## src/rtl/eivs_pkg.sv

```systemverilog
// package: register map, field positions and timing for the external irq block
//
// Notes on behaviour
// [RQ1] arm then write select within four cycles
// [RQ2] block interrupts from arm through next instruction
// [RQ3] unwritten arm blocks four cycles, keeps global enable
// [RQ4] arm clears after four cycles or select write
// [RQ5] boot lock blocks interrupts from other area
// [RQ6] select bit one moves vectors to boot
// [RQ7] arm bit at position zero, only arming way
// [RQ8] pins fire even when driven as outputs
// [RQ9] group one watches 15:8, group zero 7:0
// [RQ10] pin changes detected without the clock
// [RQ11] sense field: low, change, fall, rise
// [RQ12] low level requests while pin low
// [RQ13] edges clocked, low level detected asynchronously
// [RQ14] wake level must last through start-up
// [RQ15] pin sampled, pulses over one period caught
// [RQ16] source holds low through current instruction
// [RQ17] pin irq needs global and own enable
// [RQ18] enable bit 7 gates group 3, inputs 30:24
// [RQ19] enable bit 6 gates group 2, inputs 23:16
// [RQ20] enable bit 5 gates group 1, inputs 15:8
// [RQ21] enable bit 4 gates group 0, inputs 7:0
// [RQ22] enable bit 0 gates pin irq per sense
// [RQ23] flags set on request, clear on service or one
// [RQ24] pin flag held clear in low-level mode
// [RQ25] mask bit counts only with group enable
// [RQ26] pins synchronised twice before edge detection
package eivs_pkg;
  // ----------------------------------------------------------------
  // register byte addresses
  // ----------------------------------------------------------------
  localparam logic [11:0] EIVS_VPC_OFF = 12'h000;
  localparam logic [11:0] EIVS_SENSE_OFF = 12'h004;
  localparam logic [11:0] EIVS_EN_OFF = 12'h008;
  localparam logic [11:0] EIVS_FLAG_OFF = 12'h00c;
  localparam logic [11:0] EIVS_MASK0_OFF = 12'h010;
  localparam logic [11:0] EIVS_MASK1_OFF = 12'h014;
  localparam logic [11:0] EIVS_MASK2_OFF = 12'h018;
  localparam logic [11:0] EIVS_MASK3_OFF = 12'h01c;
  // ----------------------------------------------------------------
  // field positions and reset values
  // ----------------------------------------------------------------
  localparam int EIVS_VCE_BIT = 0;
  localparam int EIVS_VTS_BIT = 1;
  localparam int EIVS_PIN_EN_BIT = 0;
  localparam int EIVS_GRP_EN_LSB = 4;
  localparam int EIVS_NGRP = 4;
  localparam int EIVS_NPC = 31;
  localparam logic [7:0] EIVS_RST8 = 8'h00;
  localparam logic [7:0] EIVS_MASK3_VALID = 8'h7f;
  // ----------------------------------------------------------------
  // timing: arm window is four core cycles
  // ----------------------------------------------------------------
  localparam int EIVS_ARM_CYCLES = 4;
  localparam logic [2:0] EIVS_ARM_CNT = 3'(EIVS_ARM_CYCLES);
  // ----------------------------------------------------------------
  // types
  // ----------------------------------------------------------------
  typedef enum logic [1:0] {
    EIVS_SENSE_LOW = 2'h0,
    EIVS_SENSE_ANY = 2'h1,
    EIVS_SENSE_FALL = 2'h2,
    EIVS_SENSE_RISE = 2'h3
  } eivs_sense_e;
  typedef enum logic [2:0] {
    EIVS_ST_IDLE = 3'h1,
    EIVS_ST_ARMED = 3'h2,
    EIVS_ST_TRAIL = 3'h4
  } eivs_arm_e;
  typedef struct packed {
    logic pin_req;
    logic [EIVS_NGRP-1:0] grp_req;
  } eivs_req_s;
endpackage

```

## src/rtl/eivs_ext_irq.sv

```systemverilog
// top module: external pin irq, pin-change groups and vector placement
`timescale 1ns/1ps
`default_nettype none
module eivs_ext_irq
  import eivs_pkg::*;
(
  // clock and reset
  input wire logic pclk,
  input wire logic presetn,
  // apb slave
  input wire logic psel,
  input wire logic penable,
  input wire logic pwrite,
  input wire logic [11:0] paddr,
  input wire logic [31:0] pwdata,
  input wire logic [3:0] pstrb,
  output logic [31:0] prdata,
  output logic pready,
  output logic pslverr,
  // pins, read at the pad whatever their direction
  input wire logic ext_irq_pin_zero,
  input wire logic [EIVS_NPC-1:0] pin_change_inputs,
  // core side
  input wire logic global_irq_enable,
  input wire logic insn_done,
  input wire logic exec_in_boot_area,
  input wire logic boot_lock_app_side,
  input wire logic boot_lock_boot_side,
  input wire logic [15:0] boot_area_base,
  input wire logic [EIVS_NGRP:0] irq_ack,
  // towards the core
  output var eivs_req_s irq_req,
  output logic irq_blocked,
  output logic [15:0] vector_base,
  // asynchronous wake-up, no clock needed
  output logic wake_request
);
  // ----------------------------------------------------------------
  // registers
  // ----------------------------------------------------------------
  logic vts_q, vce_q;
  logic [1:0] sense_q;
  logic pin_en_q;
  logic [EIVS_NGRP-1:0] grp_en_q, grp_flag_q;
  logic pin_flag_q;
  logic [7:0] mask_q [EIVS_NGRP];
  logic [2:0] arm_cnt_q;
  eivs_arm_e arm_q;
  logic pin_s1_q, pin_s2_q, pin_s3_q;
  logic [EIVS_NPC-1:0] pc_s1_q, pc_s2_q, pc_s3_q;
  // ----------------------------------------------------------------
  // apb decode
  // ----------------------------------------------------------------
  wire wr_en = psel && penable && pwrite && pstrb[0];
  wire sel_vpc = paddr == EIVS_VPC_OFF;
  wire sel_sense = paddr == EIVS_SENSE_OFF;
  wire sel_en = paddr == EIVS_EN_OFF;
  wire sel_flag = paddr == EIVS_FLAG_OFF;
  wire [3:0] sel_mask = {paddr == EIVS_MASK3_OFF, paddr == EIVS_MASK2_OFF,
                         paddr == EIVS_MASK1_OFF, paddr == EIVS_MASK0_OFF};
  wire mapped = sel_vpc | sel_sense | sel_en | sel_flag | (|sel_mask);
  wire wr_vpc = wr_en && sel_vpc;
  wire vce_wr1 = wr_vpc && pwdata[EIVS_VCE_BIT];
  // select write only counts while armed and with zero in the arm bit
  wire vts_commit = wr_vpc && vce_q && !pwdata[EIVS_VCE_BIT]; // [RQ1] [RQ7]
  assign pready = 1'b1;
  assign pslverr = psel && penable && !mapped;
  // ----------------------------------------------------------------
  // read mux
  // ----------------------------------------------------------------
  wire [7:0] flag_rd = {grp_flag_q, 3'h0, pin_flag_q};
  wire [7:0] en_rd = {grp_en_q, 3'h0, pin_en_q};
  wire [7:0] vpc_rd = {6'h00, vts_q, vce_q};
  wire [7:0] rd_byte = sel_vpc ? vpc_rd :
                       sel_sense ? {6'h00, sense_q} :
                       sel_en ? en_rd :
                       sel_flag ? flag_rd :
                       sel_mask[0] ? mask_q[0] :
                       sel_mask[1] ? mask_q[1] :
                       sel_mask[2] ? mask_q[2] :
                       sel_mask[3] ? (mask_q[3] & EIVS_MASK3_VALID) : EIVS_RST8;
  always_ff @(posedge pclk or negedge presetn) begin
    if (!presetn) prdata <= 32'h0000_0000;
    else prdata <= {24'h00_0000, rd_byte};
  end
  // ----------------------------------------------------------------
  // vector change sequence
  // ----------------------------------------------------------------
  eivs_arm_e arm_d;
  logic [2:0] arm_cnt_d;
  always_comb begin
    arm_d = arm_q;
    arm_cnt_d = arm_cnt_q;
    case (arm_q)
      EIVS_ST_IDLE: begin
        if (vce_wr1) begin
          arm_d = EIVS_ST_ARMED;
          arm_cnt_d = EIVS_ARM_CNT - 3'h1;
        end
      end
      EIVS_ST_ARMED: begin
        if (vts_commit) arm_d = EIVS_ST_TRAIL;
        else if (arm_cnt_q == 3'h1) arm_d = EIVS_ST_IDLE; // [RQ4] [RQ3]
        else arm_cnt_d = arm_cnt_q - 3'h1;
      end
      // hold off until the instruction after the select write retires
      EIVS_ST_TRAIL: begin
        if (insn_done) arm_d = EIVS_ST_IDLE; // [RQ2]
      end
      default: arm_d = EIVS_ST_IDLE;
    endcase
  end
  always_ff @(posedge pclk or negedge presetn) begin
    if (!presetn) begin
      arm_q <= EIVS_ST_IDLE;
      arm_cnt_q <= 3'h0;
      vce_q <= 1'b0;
      vts_q <= 1'b0;
    end else begin
      arm_q <= arm_d;
      arm_cnt_q <= arm_cnt_d;
      vce_q <= arm_d == EIVS_ST_ARMED; // [RQ4] [RQ7]
      if (vts_commit) vts_q <= pwdata[EIVS_VTS_BIT]; // [RQ1]
    end
  end
  // blocking starts in the cycle the arm bit is written; global enable untouched
  wire seq_block = vce_wr1 || arm_q != EIVS_ST_IDLE; // [RQ2] [RQ3]
  wire lock_block = (vts_q && boot_lock_app_side && !exec_in_boot_area) ||
                    (!vts_q && boot_lock_boot_side && exec_in_boot_area); // [RQ5]
  assign irq_blocked = seq_block || lock_block;
  assign vector_base = vts_q ? boot_area_base : 16'h0000; // [RQ6]
  // ----------------------------------------------------------------
  // configuration registers
  // ----------------------------------------------------------------
  always_ff @(posedge pclk or negedge presetn) begin
    if (!presetn) begin
      sense_q <= 2'h0;
      pin_en_q <= 1'b0;
      grp_en_q <= 4'h0;
    end else begin
      if (wr_en && sel_sense) sense_q <= pwdata[1:0]; // [RQ11]
      if (wr_en && sel_en) begin
        pin_en_q <= pwdata[EIVS_PIN_EN_BIT];
        grp_en_q <= pwdata[EIVS_GRP_EN_LSB +: EIVS_NGRP];
      end
    end
  end
  // ----------------------------------------------------------------
  // pin sampling: two flops then an edge stage
  // ----------------------------------------------------------------
  always_ff @(posedge pclk or negedge presetn) begin
    if (!presetn) begin
      pin_s1_q <= 1'b1;
      pin_s2_q <= 1'b1;
      pin_s3_q <= 1'b1;
      pc_s1_q <= '0;
      pc_s2_q <= '0;
      pc_s3_q <= '0;
    end else begin
      pin_s1_q <= ext_irq_pin_zero; // [RQ26] [RQ15]
      pin_s2_q <= pin_s1_q;
      pin_s3_q <= pin_s2_q;
      pc_s1_q <= pin_change_inputs; // [RQ26]
      pc_s2_q <= pc_s1_q;
      pc_s3_q <= pc_s2_q;
    end
  end
  wire pin_rise = pin_s2_q && !pin_s3_q;
  wire pin_fall = !pin_s2_q && pin_s3_q;
  wire sense_low = sense_q == EIVS_SENSE_LOW;
  wire pin_edge = (sense_q == EIVS_SENSE_ANY && (pin_rise || pin_fall)) ||
                  (sense_q == EIVS_SENSE_FALL && pin_fall) ||
                  (sense_q == EIVS_SENSE_RISE && pin_rise); // [RQ11] [RQ13]
  wire [EIVS_NPC-1:0] pc_toggle = pc_s2_q ^ pc_s3_q;
  // group membership; a mask bit counts only with its group enable
  logic [EIVS_NGRP-1:0] grp_hit;
  genvar g;
  generate
    for (g = 0; g < EIVS_NGRP; g++) begin : g_grp
      localparam int W = (g == EIVS_NGRP - 1) ? 7 : 8;
      assign grp_hit[g] = grp_en_q[g] &&
        |(pc_toggle[g*8 +: W] & mask_q[g][W-1:0]); // [RQ9] [RQ18] [RQ19] [RQ20] [RQ21] [RQ25]
    end
  endgenerate
  // ----------------------------------------------------------------
  // mask registers and flags; set wins over clear
  // ----------------------------------------------------------------
  wire flag_wr = wr_en && sel_flag;
  wire pin_clr = (flag_wr && pwdata[0]) || irq_ack[0];
  wire [EIVS_NGRP-1:0] grp_clr = (flag_wr ? pwdata[7:4] : 4'h0) | irq_ack[EIVS_NGRP:1];
  always_ff @(posedge pclk or negedge presetn) begin
    if (!presetn) begin
      for (int i = 0; i < EIVS_NGRP; i++) mask_q[i] <= EIVS_RST8;
      pin_flag_q <= 1'b0;
      grp_flag_q <= 4'h0;
    end else begin
      for (int i = 0; i < EIVS_NGRP; i++) if (wr_en && sel_mask[i]) mask_q[i] <= pwdata[7:0];
      if (sense_low) pin_flag_q <= 1'b0; // [RQ24]
      else if (pin_edge) pin_flag_q <= 1'b1; // [RQ23] [RQ8]
      else if (pin_clr) pin_flag_q <= 1'b0; // [RQ23]
      grp_flag_q <= grp_hit | (grp_flag_q & ~grp_clr); // [RQ23]
    end
  end
  // ----------------------------------------------------------------
  // requests towards the core
  // ----------------------------------------------------------------
  wire gate = global_irq_enable && !irq_blocked; // [RQ17]
  wire pin_level = sense_low && !pin_s2_q; // [RQ12] [RQ16]
  assign irq_req.pin_req = gate && pin_en_q && (pin_level || pin_flag_q); // [RQ22] [RQ17]
  assign irq_req.grp_req = gate ? (grp_en_q & grp_flag_q) : 4'h0; // [RQ18] [RQ21]
  // wake path is pure logic; a level gone before start-up ends raises nothing
  wire [EIVS_NPC-1:0] async_mask = {mask_q[3][6:0], mask_q[2], mask_q[1], mask_q[0]};
  wire [EIVS_NPC-1:0] grp_mask_x = {{7{grp_en_q[3]}}, {8{grp_en_q[2]}},
                                   {8{grp_en_q[1]}}, {8{grp_en_q[0]}}};
  assign wake_request = (pin_en_q && sense_low && !ext_irq_pin_zero) ||
    |((pin_change_inputs ^ pc_s2_q) & async_mask & grp_mask_x); // [RQ10] [RQ13] [RQ14]
  // ----------------------------------------------------------------
  // checks
  // ----------------------------------------------------------------
  arm_clears_a: assert property (@(posedge pclk) disable iff (!presetn)
    $rose(vce_q) && !vts_commit |-> ##[1:4] !vce_q) // [RQ4]
    else $error("arm bit not cleared in four cycles");
  arm_blocks_a: assert property (@(posedge pclk) disable iff (!presetn)
    vce_q |-> irq_blocked) // [RQ2]
    else $error("interrupts not blocked while armed");
  sel_guard_a: assert property (@(posedge pclk) disable iff (!presetn)
    !$past(vts_commit) |-> vts_q == $past(vts_q)) // [RQ1]
    else $error("select changed without sequence");
  low_flag_a: assert property (@(posedge pclk) disable iff (!presetn)
    $past(sense_low) && sense_low |-> !pin_flag_q) // [RQ24]
    else $error("pin flag set in low-level mode");
  gie_gate_a: assert property (@(posedge pclk) disable iff (!presetn)
    !global_irq_enable |-> irq_req == '0) // [RQ17]
    else $error("request without global enable");
  grp_set_a: assert property (@(posedge pclk) disable iff (!presetn)
    grp_hit[0] |=> grp_flag_q[0]) // [RQ23]
    else $error("group flag missed a change");
  fall_edge_a: assert property (@(posedge pclk) disable iff (!presetn)
    sense_q == EIVS_SENSE_FALL && $fell(pin_s2_q) && $stable(sense_q) |=> pin_flag_q) // [RQ11]
    else $error("falling edge not flagged");
  vec_base_a: assert property (@(posedge pclk) disable iff (!presetn)
    vts_commit |=> vector_base == ($past(pwdata[EIVS_VTS_BIT]) ? boot_area_base : 16'h0000)) // [RQ6]
    else $error("vector base wrong");
  lock_blk_a: assert property (@(posedge pclk) disable iff (!presetn)
    vts_q && boot_lock_app_side && !exec_in_boot_area |-> irq_blocked) // [RQ5]
    else $error("lock block missing");
  move_c: cover property (@(posedge pclk) disable iff (!presetn) vts_commit);
  expire_c: cover property (@(posedge pclk) disable iff (!presetn) $fell(vce_q) && !vts_q);
  pin_c: cover property (@(posedge pclk) disable iff (!presetn) irq_req.pin_req);
  grp_c: cover property (@(posedge pclk) disable iff (!presetn) irq_req.grp_req[3]);
endmodule
`default_nettype wire

```

## config.mk

```make
export PLATFORM = sky130hd
export DESIGN_NAME = eivs_ext_irq
export DESIGN_NICKNAME = d
export VERILOG_FILES = /design/src/rtl/eivs_pkg.sv /design/src/rtl/eivs_ext_irq.sv
export SDC_FILE = /design/constraint.sdc
export NUM_CORES = 1
export LEC_CHECK = 0
export BUFFER_PORTS_ARGS = -buffer_cell sky130_fd_sc_hd__buf_2
export CELL_PAD_IN_SITES_DETAIL_PLACEMENT = 1
export CELL_PAD_IN_SITES_GLOBAL_PLACEMENT = 2
export CORE_MARGIN = 2
export CORE_UTILIZATION = 38
export CTS_CLUSTER_SIZE = 20
export DETAILED_ROUTE_END_ITERATION = 7
export PLACE_DENSITY_LB_ADDON = 0.1
export SLEW_MARGIN = 20
export SYNTH_ARGS = -nofsm -noshare
export SYNTH_HDL_FRONTEND = slang
export SYNTH_SLANG_ARGS = --single-unit
```

## constraint.sdc

```tcl
create_clock -name pclk -period 5 [get_ports pclk]
set_clock_uncertainty 0.1 [all_clocks]
set_input_delay 0.25 -clock pclk [delete_from_list [all_inputs] [get_ports pclk]]
set_output_delay 0.25 -clock pclk [all_outputs]
set_load 0.01 [all_outputs]
```

==> results_tabular.tex, run 1 <==
\begin{tabular}{lr}
\hline
Metric & Value \\
\hline
\multicolumn{2}{l}{\textbf{Setup path}} \\
Critical Path Fanout Max & 7 \\
Register-to-Register Setup Slack & between 3 and 4 ns \\
WP data required & $\sim$4.7 ns \\
Crit Path Category & flip-flop to output port \\
Worst reg2reg path endpoint & arm\_cnt\_q[2] \\
FF-to-FF path depth & 4 \\
Worst Path Arrival & $\sim$2.3 ns \\
Setup crit start kind & flip-flop \\
Worst setup path end & irq\_req[1] \\
Crit. Startpoint & arm\_q[0] \\
Nature of the critical path endpoint & output port \\
Startpoint of the lowest-slack register-to-register path & arm\_q[0] \\
\multicolumn{2}{l}{\textbf{Pwr}} \\
Total leakage power & around 3.9 nW \\
Share of total power in the clock network & between 40 and 50\% \\
Combinational share of power & under 10\% \\
Worst IR drop on VDD & about 0.22 mV \\
Seq pwr share & 47.6\% \\
Internal power summed over all cells & between 2 and 2.5 mW \\
Fraction of power spent switching nets & a little under a quarter \\
Power per cell area & 335 nW/µm² \\
Sw Pwr & 648 µW \\
\multicolumn{2}{l}{\textbf{Cells and area}} \\
Layout area overhead & 25.1\% \\
Area taken by multi-input logic gates & 2510 µm² \\
Register Area & 3880 µm² \\
Filler Cell Count & around 1800 \\
Fraction of final layout cells with drive strength greater than 1 & around 32\% \\
Number of diodes & 0 \\
Post-layout net count & between 700 and 800 \\
\multicolumn{2}{l}{\textbf{GRT}} \\
Pin count of the biggest net entering global routing & 99 \\
Via count of the first global-routing pass & $\sim$4600 \\
Total gr overflow & 0 \\
Number of antenna violations at the first check in global routing & 0 \\
Combined global-route utilization of all metal layers & a little under a fifth \\
First-pass GRT wire length & approximately 26000 µm \\
\multicolumn{2}{l}{\textbf{Drt}} \\
Via/cell ratio & slightly below 5 \\
\# DRC & 0 \\
1st-iter DRT viols & approximately 180 \\
Drt wl/cell & 18.5 µm \\
Antenna violation net count after detailed routing & 0 \\
Vias & approximately 4300 \\
Count of TritonRoute iterations in the first routing pass & 4 \\
Post-Route WL & between 15000 and 20000 µm \\
\multicolumn{2}{l}{\textbf{STA}} \\
Total Negative Setup Slacks & 0 ns \\
Worst slew margin relative to its limit & approximately 40\% \\
Maximum operating frequency & about 0.37 GHz \\
Final hold violations & 0 \\
Min cycle time layout & between 2 and 3 ns \\
Actual transition at the worst max-transition pin & between 0.9 and 1 ns \\
Unrepaired setup endpoints after global routing & false \\
Final setup fails & 0 \\
Post-route setup slack & about 2.3 ns \\
Final cycle utilization of the critical path & a little over half \\
Final number of max-transition violations & 0 \\
Worst slack on hold paths & 0.0166 ns \\
\multicolumn{2}{l}{\textbf{Yosys}} \\
Average size of a mapped cell & 13.6 µm² \\
Proportion of synthesized flip-flops having asynchronous set or reset & 100\% \\
Post-synthesis sequential area ratio & between 50\% and 60\% \\
Area of the mapped netlist & 6610 µm² \\
Number of standard cells after synthesis & 487 \\
Number of different library cells in the post-synthesis netlist & 54 \\
Synth warn & 0 \\
Post-synth EDFFs & 0 \\
Register bit total from synthesis & approximately 160 \\
Most used flip-flop cell after synthesis & sky130\_fd\_sc\_hd\_\_dfrtp\_1 \\
\multicolumn{2}{l}{\textbf{Placement}} \\
Final weighted congestion in routability-driven placement & 0.770 \\
Pre-CTS setup slack & roughly 2.4 ns \\
Post-DP HPWL & between 10000 and 15000 µm \\
I/O Buffers & around 120 \\
\multicolumn{2}{l}{\textbf{Floorplan}} \\
Cell row count & 48 \\
DIE WIDTH & 136 µm \\
Overall die area & between 15000 and 20000 µm² \\
Placeable core area & 17200 µm² \\
Height of the die & roughly 140 µm \\
Number of top-level design ports & 168 \\
Initial cell density of the core & between 30\% and 40\% \\
\multicolumn{2}{l}{\textbf{Hold path}} \\
Hold/Removal Path Class & primary input to flip-flop \\
\multicolumn{2}{l}{\textbf{Clock tree}} \\
Clock root buffer & sky130\_fd\_sc\_hd\_\_clkbuf\_16 \\
Clock insertion delay at the later pin of the skew report & around 0.42 ns \\
TritonCTS Buffers & 17 \\
\# resized after CTS & 0 \\
TritonCTS clock tree & yes \\
Clk sink count & about 160 \\
Hold Buf Count CTS & 36 \\
Depth of the CTS H-tree & 4 \\
Count of buffers added by post-CTS timing repair for setup & 0 \\
Deepest clock path buffer count & 2 \\
Clock slew at reported path FFs & roughly 0.060 ns \\
\multicolumn{2}{l}{\textbf{Run status}} \\
Result of the run & finished, final reports clean \\
\multicolumn{2}{l}{\textbf{Run}} \\
Count of max-cap constraint violations & 0 \\
\hline
\end{tabular}
## flip-flops by register name (all words and copies together), names as in the netlist, 2 cells and up
signal	cells
arm_cnt_q	3
arm_q	3
async_mask	31
grp_en_q	4
grp_flag_q	4
pc_s1_q	31
pc_s2_q	31
pc_s3_q	31
prdata	8
sense_q	2
## through the flow
stage / area [µm²] / util (%) / std cells / power [mW]
2_1_floorplan: 6690 / - / 510 / 1.42
3_3_place_gp: 7320 / 42.6 / 814 / 1.49
3_5_place_dp: 7320 / 42.6 / 814 / 1.49
4_1_cts: 8270 / 48.1 / 882 / 2.81
5_1_grt: 8270 / 48.1 / 882 / 2.87
6_report: 8270 / 48.1 / 882 / 2.77
## critical path: stages (launching register included)
cell,delay (ns)
sky130_fd_sc_hd__dfstp_2,0.57
sky130_fd_sc_hd__nor3b_1,0.43
sky130_fd_sc_hd__o21ai_1,0.36
sky130_fd_sc_hd__nor4_1,0.36
sky130_fd_sc_hd__buf_2,0.18
## cell usage after synthesis (4+ instances only)
cell / instances / area (µm²)
sky130_fd_sc_hd__and4_1: 4 / 35.0
sky130_fd_sc_hd__xor2_1: 62 / 543
sky130_fd_sc_hd__nor2_1: 9 / 33.8
sky130_fd_sc_hd__nand2_1: 11 / 41.3
sky130_fd_sc_hd__a21oi_1: 7 / 35.0
sky130_fd_sc_hd__dfstp_2: 4 / 105
sky130_fd_sc_hd__mux2i_1: 5 / 50.1
sky130_fd_sc_hd__ha_1: 4 / 50.1
sky130_fd_sc_hd__dfrtp_1: 151 / 3780
sky130_fd_sc_hd__mux4_2: 8 / 180
sky130_fd_sc_hd__nand2b_1: 5 / 31.3
sky130_fd_sc_hd__o21ai_0: 5 / 25.0
sky130_fd_sc_hd__inv_1: 14 / 52.6
sky130_fd_sc_hd__nor4_1: 5 / 31.3
sky130_fd_sc_hd__and2_1: 17 / 106
sky130_fd_sc_hd__o211ai_1: 7 / 52.6
sky130_fd_sc_hd__mux2_2: 40 / 450
sky130_fd_sc_hd__a22oi_1: 30 / 225
sky130_fd_sc_hd__nand3_1: 7 / 35.0
sky130_fd_sc_hd__nor3_1: 9 / 45.0
sky130_fd_sc_hd__clkbuf_1: 4 / 15.0
sky130_fd_sc_hd__buf_2: 6 / 30.0
sky130_fd_sc_hd__buf_4: 26 / 195
sky130_fd_sc_hd__a41oi_1: 4 / 35.0
## placed cells by master (no fill, tap or decap), drive strengths merged, types with 6 or more instances in the layout
| cell | n |
|---|---|
| a21oi | 7 |
| a22oi | 30 |
| and2 | 17 |
| buf | 116 |
| clkbuf | 20 |
| conb | 25 |
| dfrtp | 151 |
| dlygate4sd3 | 36 |
| inv | 16 |
| mux2 | 42 |
| mux4 | 8 |
| nand2 | 11 |
| nand3 | 8 |
| nor2 | 9 |
| nor3 | 10 |
| nor4 | 6 |
| o211ai | 7 |
| o21ai | 6 |
| xor2 | 62 |
## power groups by stage
stage / clock network (mW) / registers, mW / logic [mW]
6_report: 1.28 / 1.32 / 0.171
5_1_grt: 1.36 / 1.32 / 0.193
4_1_cts: 1.31 / 1.32 / 0.175
3_3_place_gp: 0 / 1.34 / 0.149
3_5_place_dp: 0 / 1.34 / 0.152
2_1_floorplan: 0 / 1.34 / 0.0791
## cell type report
| cell class | count | area share [%] |
|---|---|---|
| flip-flops and latches | 155 | 47.0 |
| multi-input cells | 304 | 30.4 |
| repair buffers | 152 | 11.5 |
| clock buffers | 20 | 5.40 |
| well taps | 225 | 3.41 |
| clock inverters | 12 | 1.68 |
| inverters | 14 | 0.636 |
## worst min-delay path by stage
stage           startpoint       endpoint  cells after the start
4_1_cts          insn_done       arm_q[2]                      4
5_1_grt          insn_done       arm_q[2]                      4
3_3_place_gp   pc_s1_q[13]    pc_s2_q[13]                      0
3_5_place_dp   pc_s1_q[22]    pc_s2_q[22]                      0
2_1_floorplan      presetn   arm_cnt_q[0]                      0
6_report        irq_ack[4]  grp_flag_q[3]                      3
## layer usage
layer / part of all wire (%) / global-route usage (%) / vias to the layer above
met5: 0 / 0 / -
met4: 1.9 / 6.66 / 0
met3: 3.9 / 4.29 / 23
met2: 49 / 30.6 / 98
met1: 45 / 24.9 / 2214
li1: - / - / 2002
## cell families after synthesis
group / after synthesis / synth area share, %
xor gates and xnor gates: 63 / 8.35
adders and majority gates: 4 / 0.757
other: 2 / 0.114
and+or+nand+nor: 92 / 9.71
muxes: 55 / 10.8
DFF: 155 / 58.8
buffers and inverters: 51 / 4.49
AOI/OAI and AO/OA: 65 / 7.04
No activity file was read; power rests on OpenSTA's default activity.
==> inputs of run 2 (changes only) <==
- CORE_UTILIZATION: 38 -> 32
- clock period: 5 -> 2.2 ns (I/O delays scaled with it)
==> run 2 against run 1 <==
The run now ends with negative setup slack left. Count of clock-buffer cells in the layout decreased by 2. Combinational power increased to 2.7 times the previous value. Cell count increased by 9.9%. Wire length increased by 8.5%. First-iteration DRC count decreased by 13%. Worst setup slack got worse by 2.4 ns. Clock power increased by 140%. Die area increased by 18%. Utilization decreased by 4.2 points. Non-clock buffer count increased by 42. Critical endpoint is now wake_request. Largest power group is now the clock network. Highest routed layer unchanged.
==> results_tabular.tex, run 2 (synthesis gave the netlist of run 1 again) <==
\begin{tabular}{lr}
\hline
Metric & Value \\
\hline
\multicolumn{2}{l}{\textbf{Setup path}} \\
WP data required & 1.99 ns (-2.66 ns) \\
Worst reg2reg path endpoint & arm\_cnt\_q[2] \\
Register-to-Register Setup Slack & 0.48 ns (-2.56 ns) \\
Crit Path Category & flip-flop to output port \\
Setup crit start kind & flip-flop \\
Nature of the critical path endpoint & output port \\
Startpoint of the lowest-slack register-to-register path & arm\_q[0] \\
Critical Path Fanout Max & 2 (-5) \\
Worst Path Arrival & 2.10 ns (-0.23 ns) \\
FF-to-FF path depth & 5 (+1) \\
\multicolumn{2}{l}{\textbf{Cells and area}} \\
Number of diodes & 0 (unchanged) \\
Most used cells in the layout excluding fill and tap cells & 149 x sky130\_fd\_sc\_hd\_\_dfrtp\_1, 113 x sky130\_fd\_sc\_hd\_\_buf\_2, 61 x sky130\_fd\_sc\_hd\_\_xor2\_1, 48 x sky130\_fd\_sc\_hd\_\_dlygate4sd3\_1, 40 x sky130\_fd\_sc\_hd\_\_mux2\_2 \\
Fraction of final layout cells with drive strength greater than 1 & 37.6\% (+5.2 points) \\
Finished layout cell area & 8890 µm² (+7.6\%) \\
Layout area overhead & 34.6\% \\
Most frequent standard cell in the layout excluding fill and tap cells & sky130\_fd\_sc\_hd\_\_dfrtp\_1 \\
Register Area & 3890 µm² (about the same) \\
Filler Cell Count & 2135 (+16\%) \\
Area taken by multi-input logic gates & 2640 µm² (+5.1\%) \\
Post-layout net count & 801 (+5.5\%) \\
Number of non-filler instances in the completed layout & 969 (+9.9\%) \\
Post-route core utilization & 43.9\% (-4.2 points) \\
\multicolumn{2}{l}{\textbf{GRT}} \\
Via count of the first global-routing pass & 4882 (+5.8\%) \\
Number of antenna violations at the first check in global routing & 1 (+1) \\
Total gr overflow & 0 (unchanged) \\
First-pass GRT wire length & 27400 µm (+6.2\%) \\
Combined global-route utilization of all metal layers & 16.6\% (-2.2 points) \\
Pin count of the biggest net entering global routing & 61 (-38\%) \\
\multicolumn{2}{l}{\textbf{Pwr}} \\
Sw Pwr & 1.56 mW (+140\%) \\
Seq pwr share & 45.7\% (-1.9 points) \\
Worst IR drop on VDD & 0.540 mV (+140\%) \\
Fraction of power spent switching nets & 23.8\% (+0.37 points) \\
Total leakage power & 4.14 nW (+6.4\%) \\
Power per cell area & 737 nW/µm² (+120\%) \\
Combinational share of power & 7.0\% (+0.8 points) \\
Share of total power in the clock network & 47.3\% (+1.1 points) \\
Internal power summed over all cells & 4.99 mW (+140\%) \\
\multicolumn{2}{l}{\textbf{Clock tree}} \\
Clk sink count & 155 (unchanged) \\
Depth of the CTS H-tree & 4 (unchanged) \\
TritonCTS clock tree & yes \\
Clock slew at reported path FFs & 0.07 ns (about the same) \\
TritonCTS Buffers & 17 (unchanged) \\
Deepest clock path buffer count & 2 (unchanged) \\
Clock root buffer & sky130\_fd\_sc\_hd\_\_clkbuf\_16 \\
Clock insertion delay at the later pin of the skew report & 0.43 ns (about the same) \\
\multicolumn{2}{l}{\textbf{STA}} \\
Worst slew margin relative to its limit & 59.2\% (+20 points) \\
Worst slack on hold paths & 0.0382 ns (+0.0216 ns) \\
Actual transition at the worst max-transition pin & 0.612 ns (-0.293 ns) \\
Maximum operating frequency & $\sim$0.43 GHz \\
Total Negative Setup Slacks & -0.107 ns (-0.107 ns) \\
Final setup fails & 1 (+1) \\
Unrepaired setup endpoints after global routing & true \\
Final number of max-transition violations & 0 (unchanged) \\
Min cycle time layout & about 2.3 ns \\
Final cycle utilization of the critical path & 105\% \\
Post-route setup slack & -0.107 ns (-2.42 ns) \\
Final hold violations & 0 (unchanged) \\
\multicolumn{2}{l}{\textbf{Floorplan}} \\
DIE WIDTH & 148 µm (+8.7\%) \\
Overall die area & 21800 µm² (+18\%) \\
Cell row count & 52 (+8.3\%) \\
Number of top-level design ports & 168 (unchanged) \\
Initial cell density of the core & 32.7\% (-5.8 points) \\
Height of the die & 148 µm (+8.7\%) \\
Placeable core area & 20200 µm² (+18\%) \\
\multicolumn{2}{l}{\textbf{Drt}} \\
Via/cell ratio & 4.67 (-4.9\%) \\
1st-iter DRT viols & 155 (-13\%) \\
Drt wl/cell & 18.3 µm (-1.3\%) \\
Post-Route WL & 17700 µm (+8.5\%) \\
Antenna violation net count after detailed routing & 0 (unchanged) \\
Vias & 4529 (+4.4\%) \\
Count of TritonRoute iterations in the first routing pass & 4 (unchanged) \\
\# DRC & 0 (unchanged) \\
\multicolumn{2}{l}{\textbf{Placement}} \\
Number of cells after detailed placement & 876 (+7.6\%) \\
Post-DP HPWL & 12700 µm (+8.3\%) \\
I/O Buffers & 115 (unchanged) \\
Final weighted congestion in routability-driven placement & 0.759 (-1.5\%) \\
Placed cell areas & 7540 µm² (+3.0\%) \\
\multicolumn{2}{l}{\textbf{Run}} \\
Count of max-cap constraint violations & 0 (unchanged) \\
\multicolumn{2}{l}{\textbf{Hold path}} \\
Hold-critical path depth & 2 (-1) \\
Hold/Removal Path Class & primary input to flip-flop \\
Hold Startpoint & pwdata[1] \\
Worst-case hold path end point & async\_mask[9] \\
\multicolumn{2}{l}{\textbf{Run status}} \\
Failing checks & negative setup slack \\
Result of the run & finished, violations left \\
\hline
\end{tabular}
## run 2: cell types whose count changed in the layout (fill, tap and decap cells not counted), sizes merged
cell / before / now
clkbuf: 20 / 18
inv: 16 / 17
buf: 116 / 146
dlygate4sd3: 36 / 48
bufinv: 2 / 3
## run 2: what timing repair did
item | in CTS | in global routing
hold endpoints to repair | 122 | 0
pin swaps | 9 | 13
setup endpoints to repair | 7 | 7
hold buffers | 48 | 0
buffers inserted | 9 | 4
gates resized for setup | 9 | 15
cloned | 0 | 0
## run 2: worst max path at each step
stage	to	cells after the start	start	slack, ns
after CTS	wake_request	5	pc_s2_q[15]	-0.14
final	wake_request	5	pc_s2_q[10]	-0.11
after global placement	wake_request	5	pc_s2_q[15]	0.22
after detailed placement	async_mask[3]	5	paddr[7]	0.19
after floorplan	irq_req[0]	3	arm_q[0]	0.44
after global routing	wake_request	5	pc_s2_q[13]	-0.17
## run 2: critical path: stages, from the launching register on
cell,delay [ns]
sky130_fd_sc_hd__dfrtp_1,0.39
sky130_fd_sc_hd__xor2_1,0.16
sky130_fd_sc_hd__a22oi_1,0.21
sky130_fd_sc_hd__a41oi_2,0.20
sky130_fd_sc_hd__or4_4,0.58
sky130_fd_sc_hd__buf_6,0.14
## run 2: cell type report
| type | count | share of cell area, % |
|---|---|---|
| inverter | 14 | 0.591 |
| clock buffer | 18 | 4.94 |
| tap | 270 | 3.80 |
| sequential | 155 | 43.7 |
| multi-input combinational | 304 | 29.7 |
| timing repair buffer | 194 | 15.1 |
| clock inverter | 14 | 2.14 |
## run 2: power groups by stage
stage | Clock, mW | Combinational, mW | Sequential [mW]
after floorplan | 0 | 0.180 | 3.04
after global placement | 0 | 0.365 | 3.05
after detailed placement | 0 | 0.370 | 3.05
after CTS | 3.18 | 0.454 | 3.00
after global routing | 3.32 | 0.508 | 3.00
final | 3.10 | 0.457 | 2.99
## run 2: routing by layer
layer	vias up	GRT usage, %	share of wire, %
met4	0	4.09	0.99
met5	-	0	0
li1	2087	-	-
met3	13	3.80	3.9
met2	99	27.6	50
met1	2330	22.2	45
## run 2: per-stage QoR
step	setup WS [ns]	power [mW]
3_3_place_gp	0.224	3.41
6_report	-0.107	6.55
4_1_cts	-0.141	6.62
2_1_floorplan	0.436	3.22
3_5_place_dp	0.191	3.42
5_1_grt	-0.165	6.83
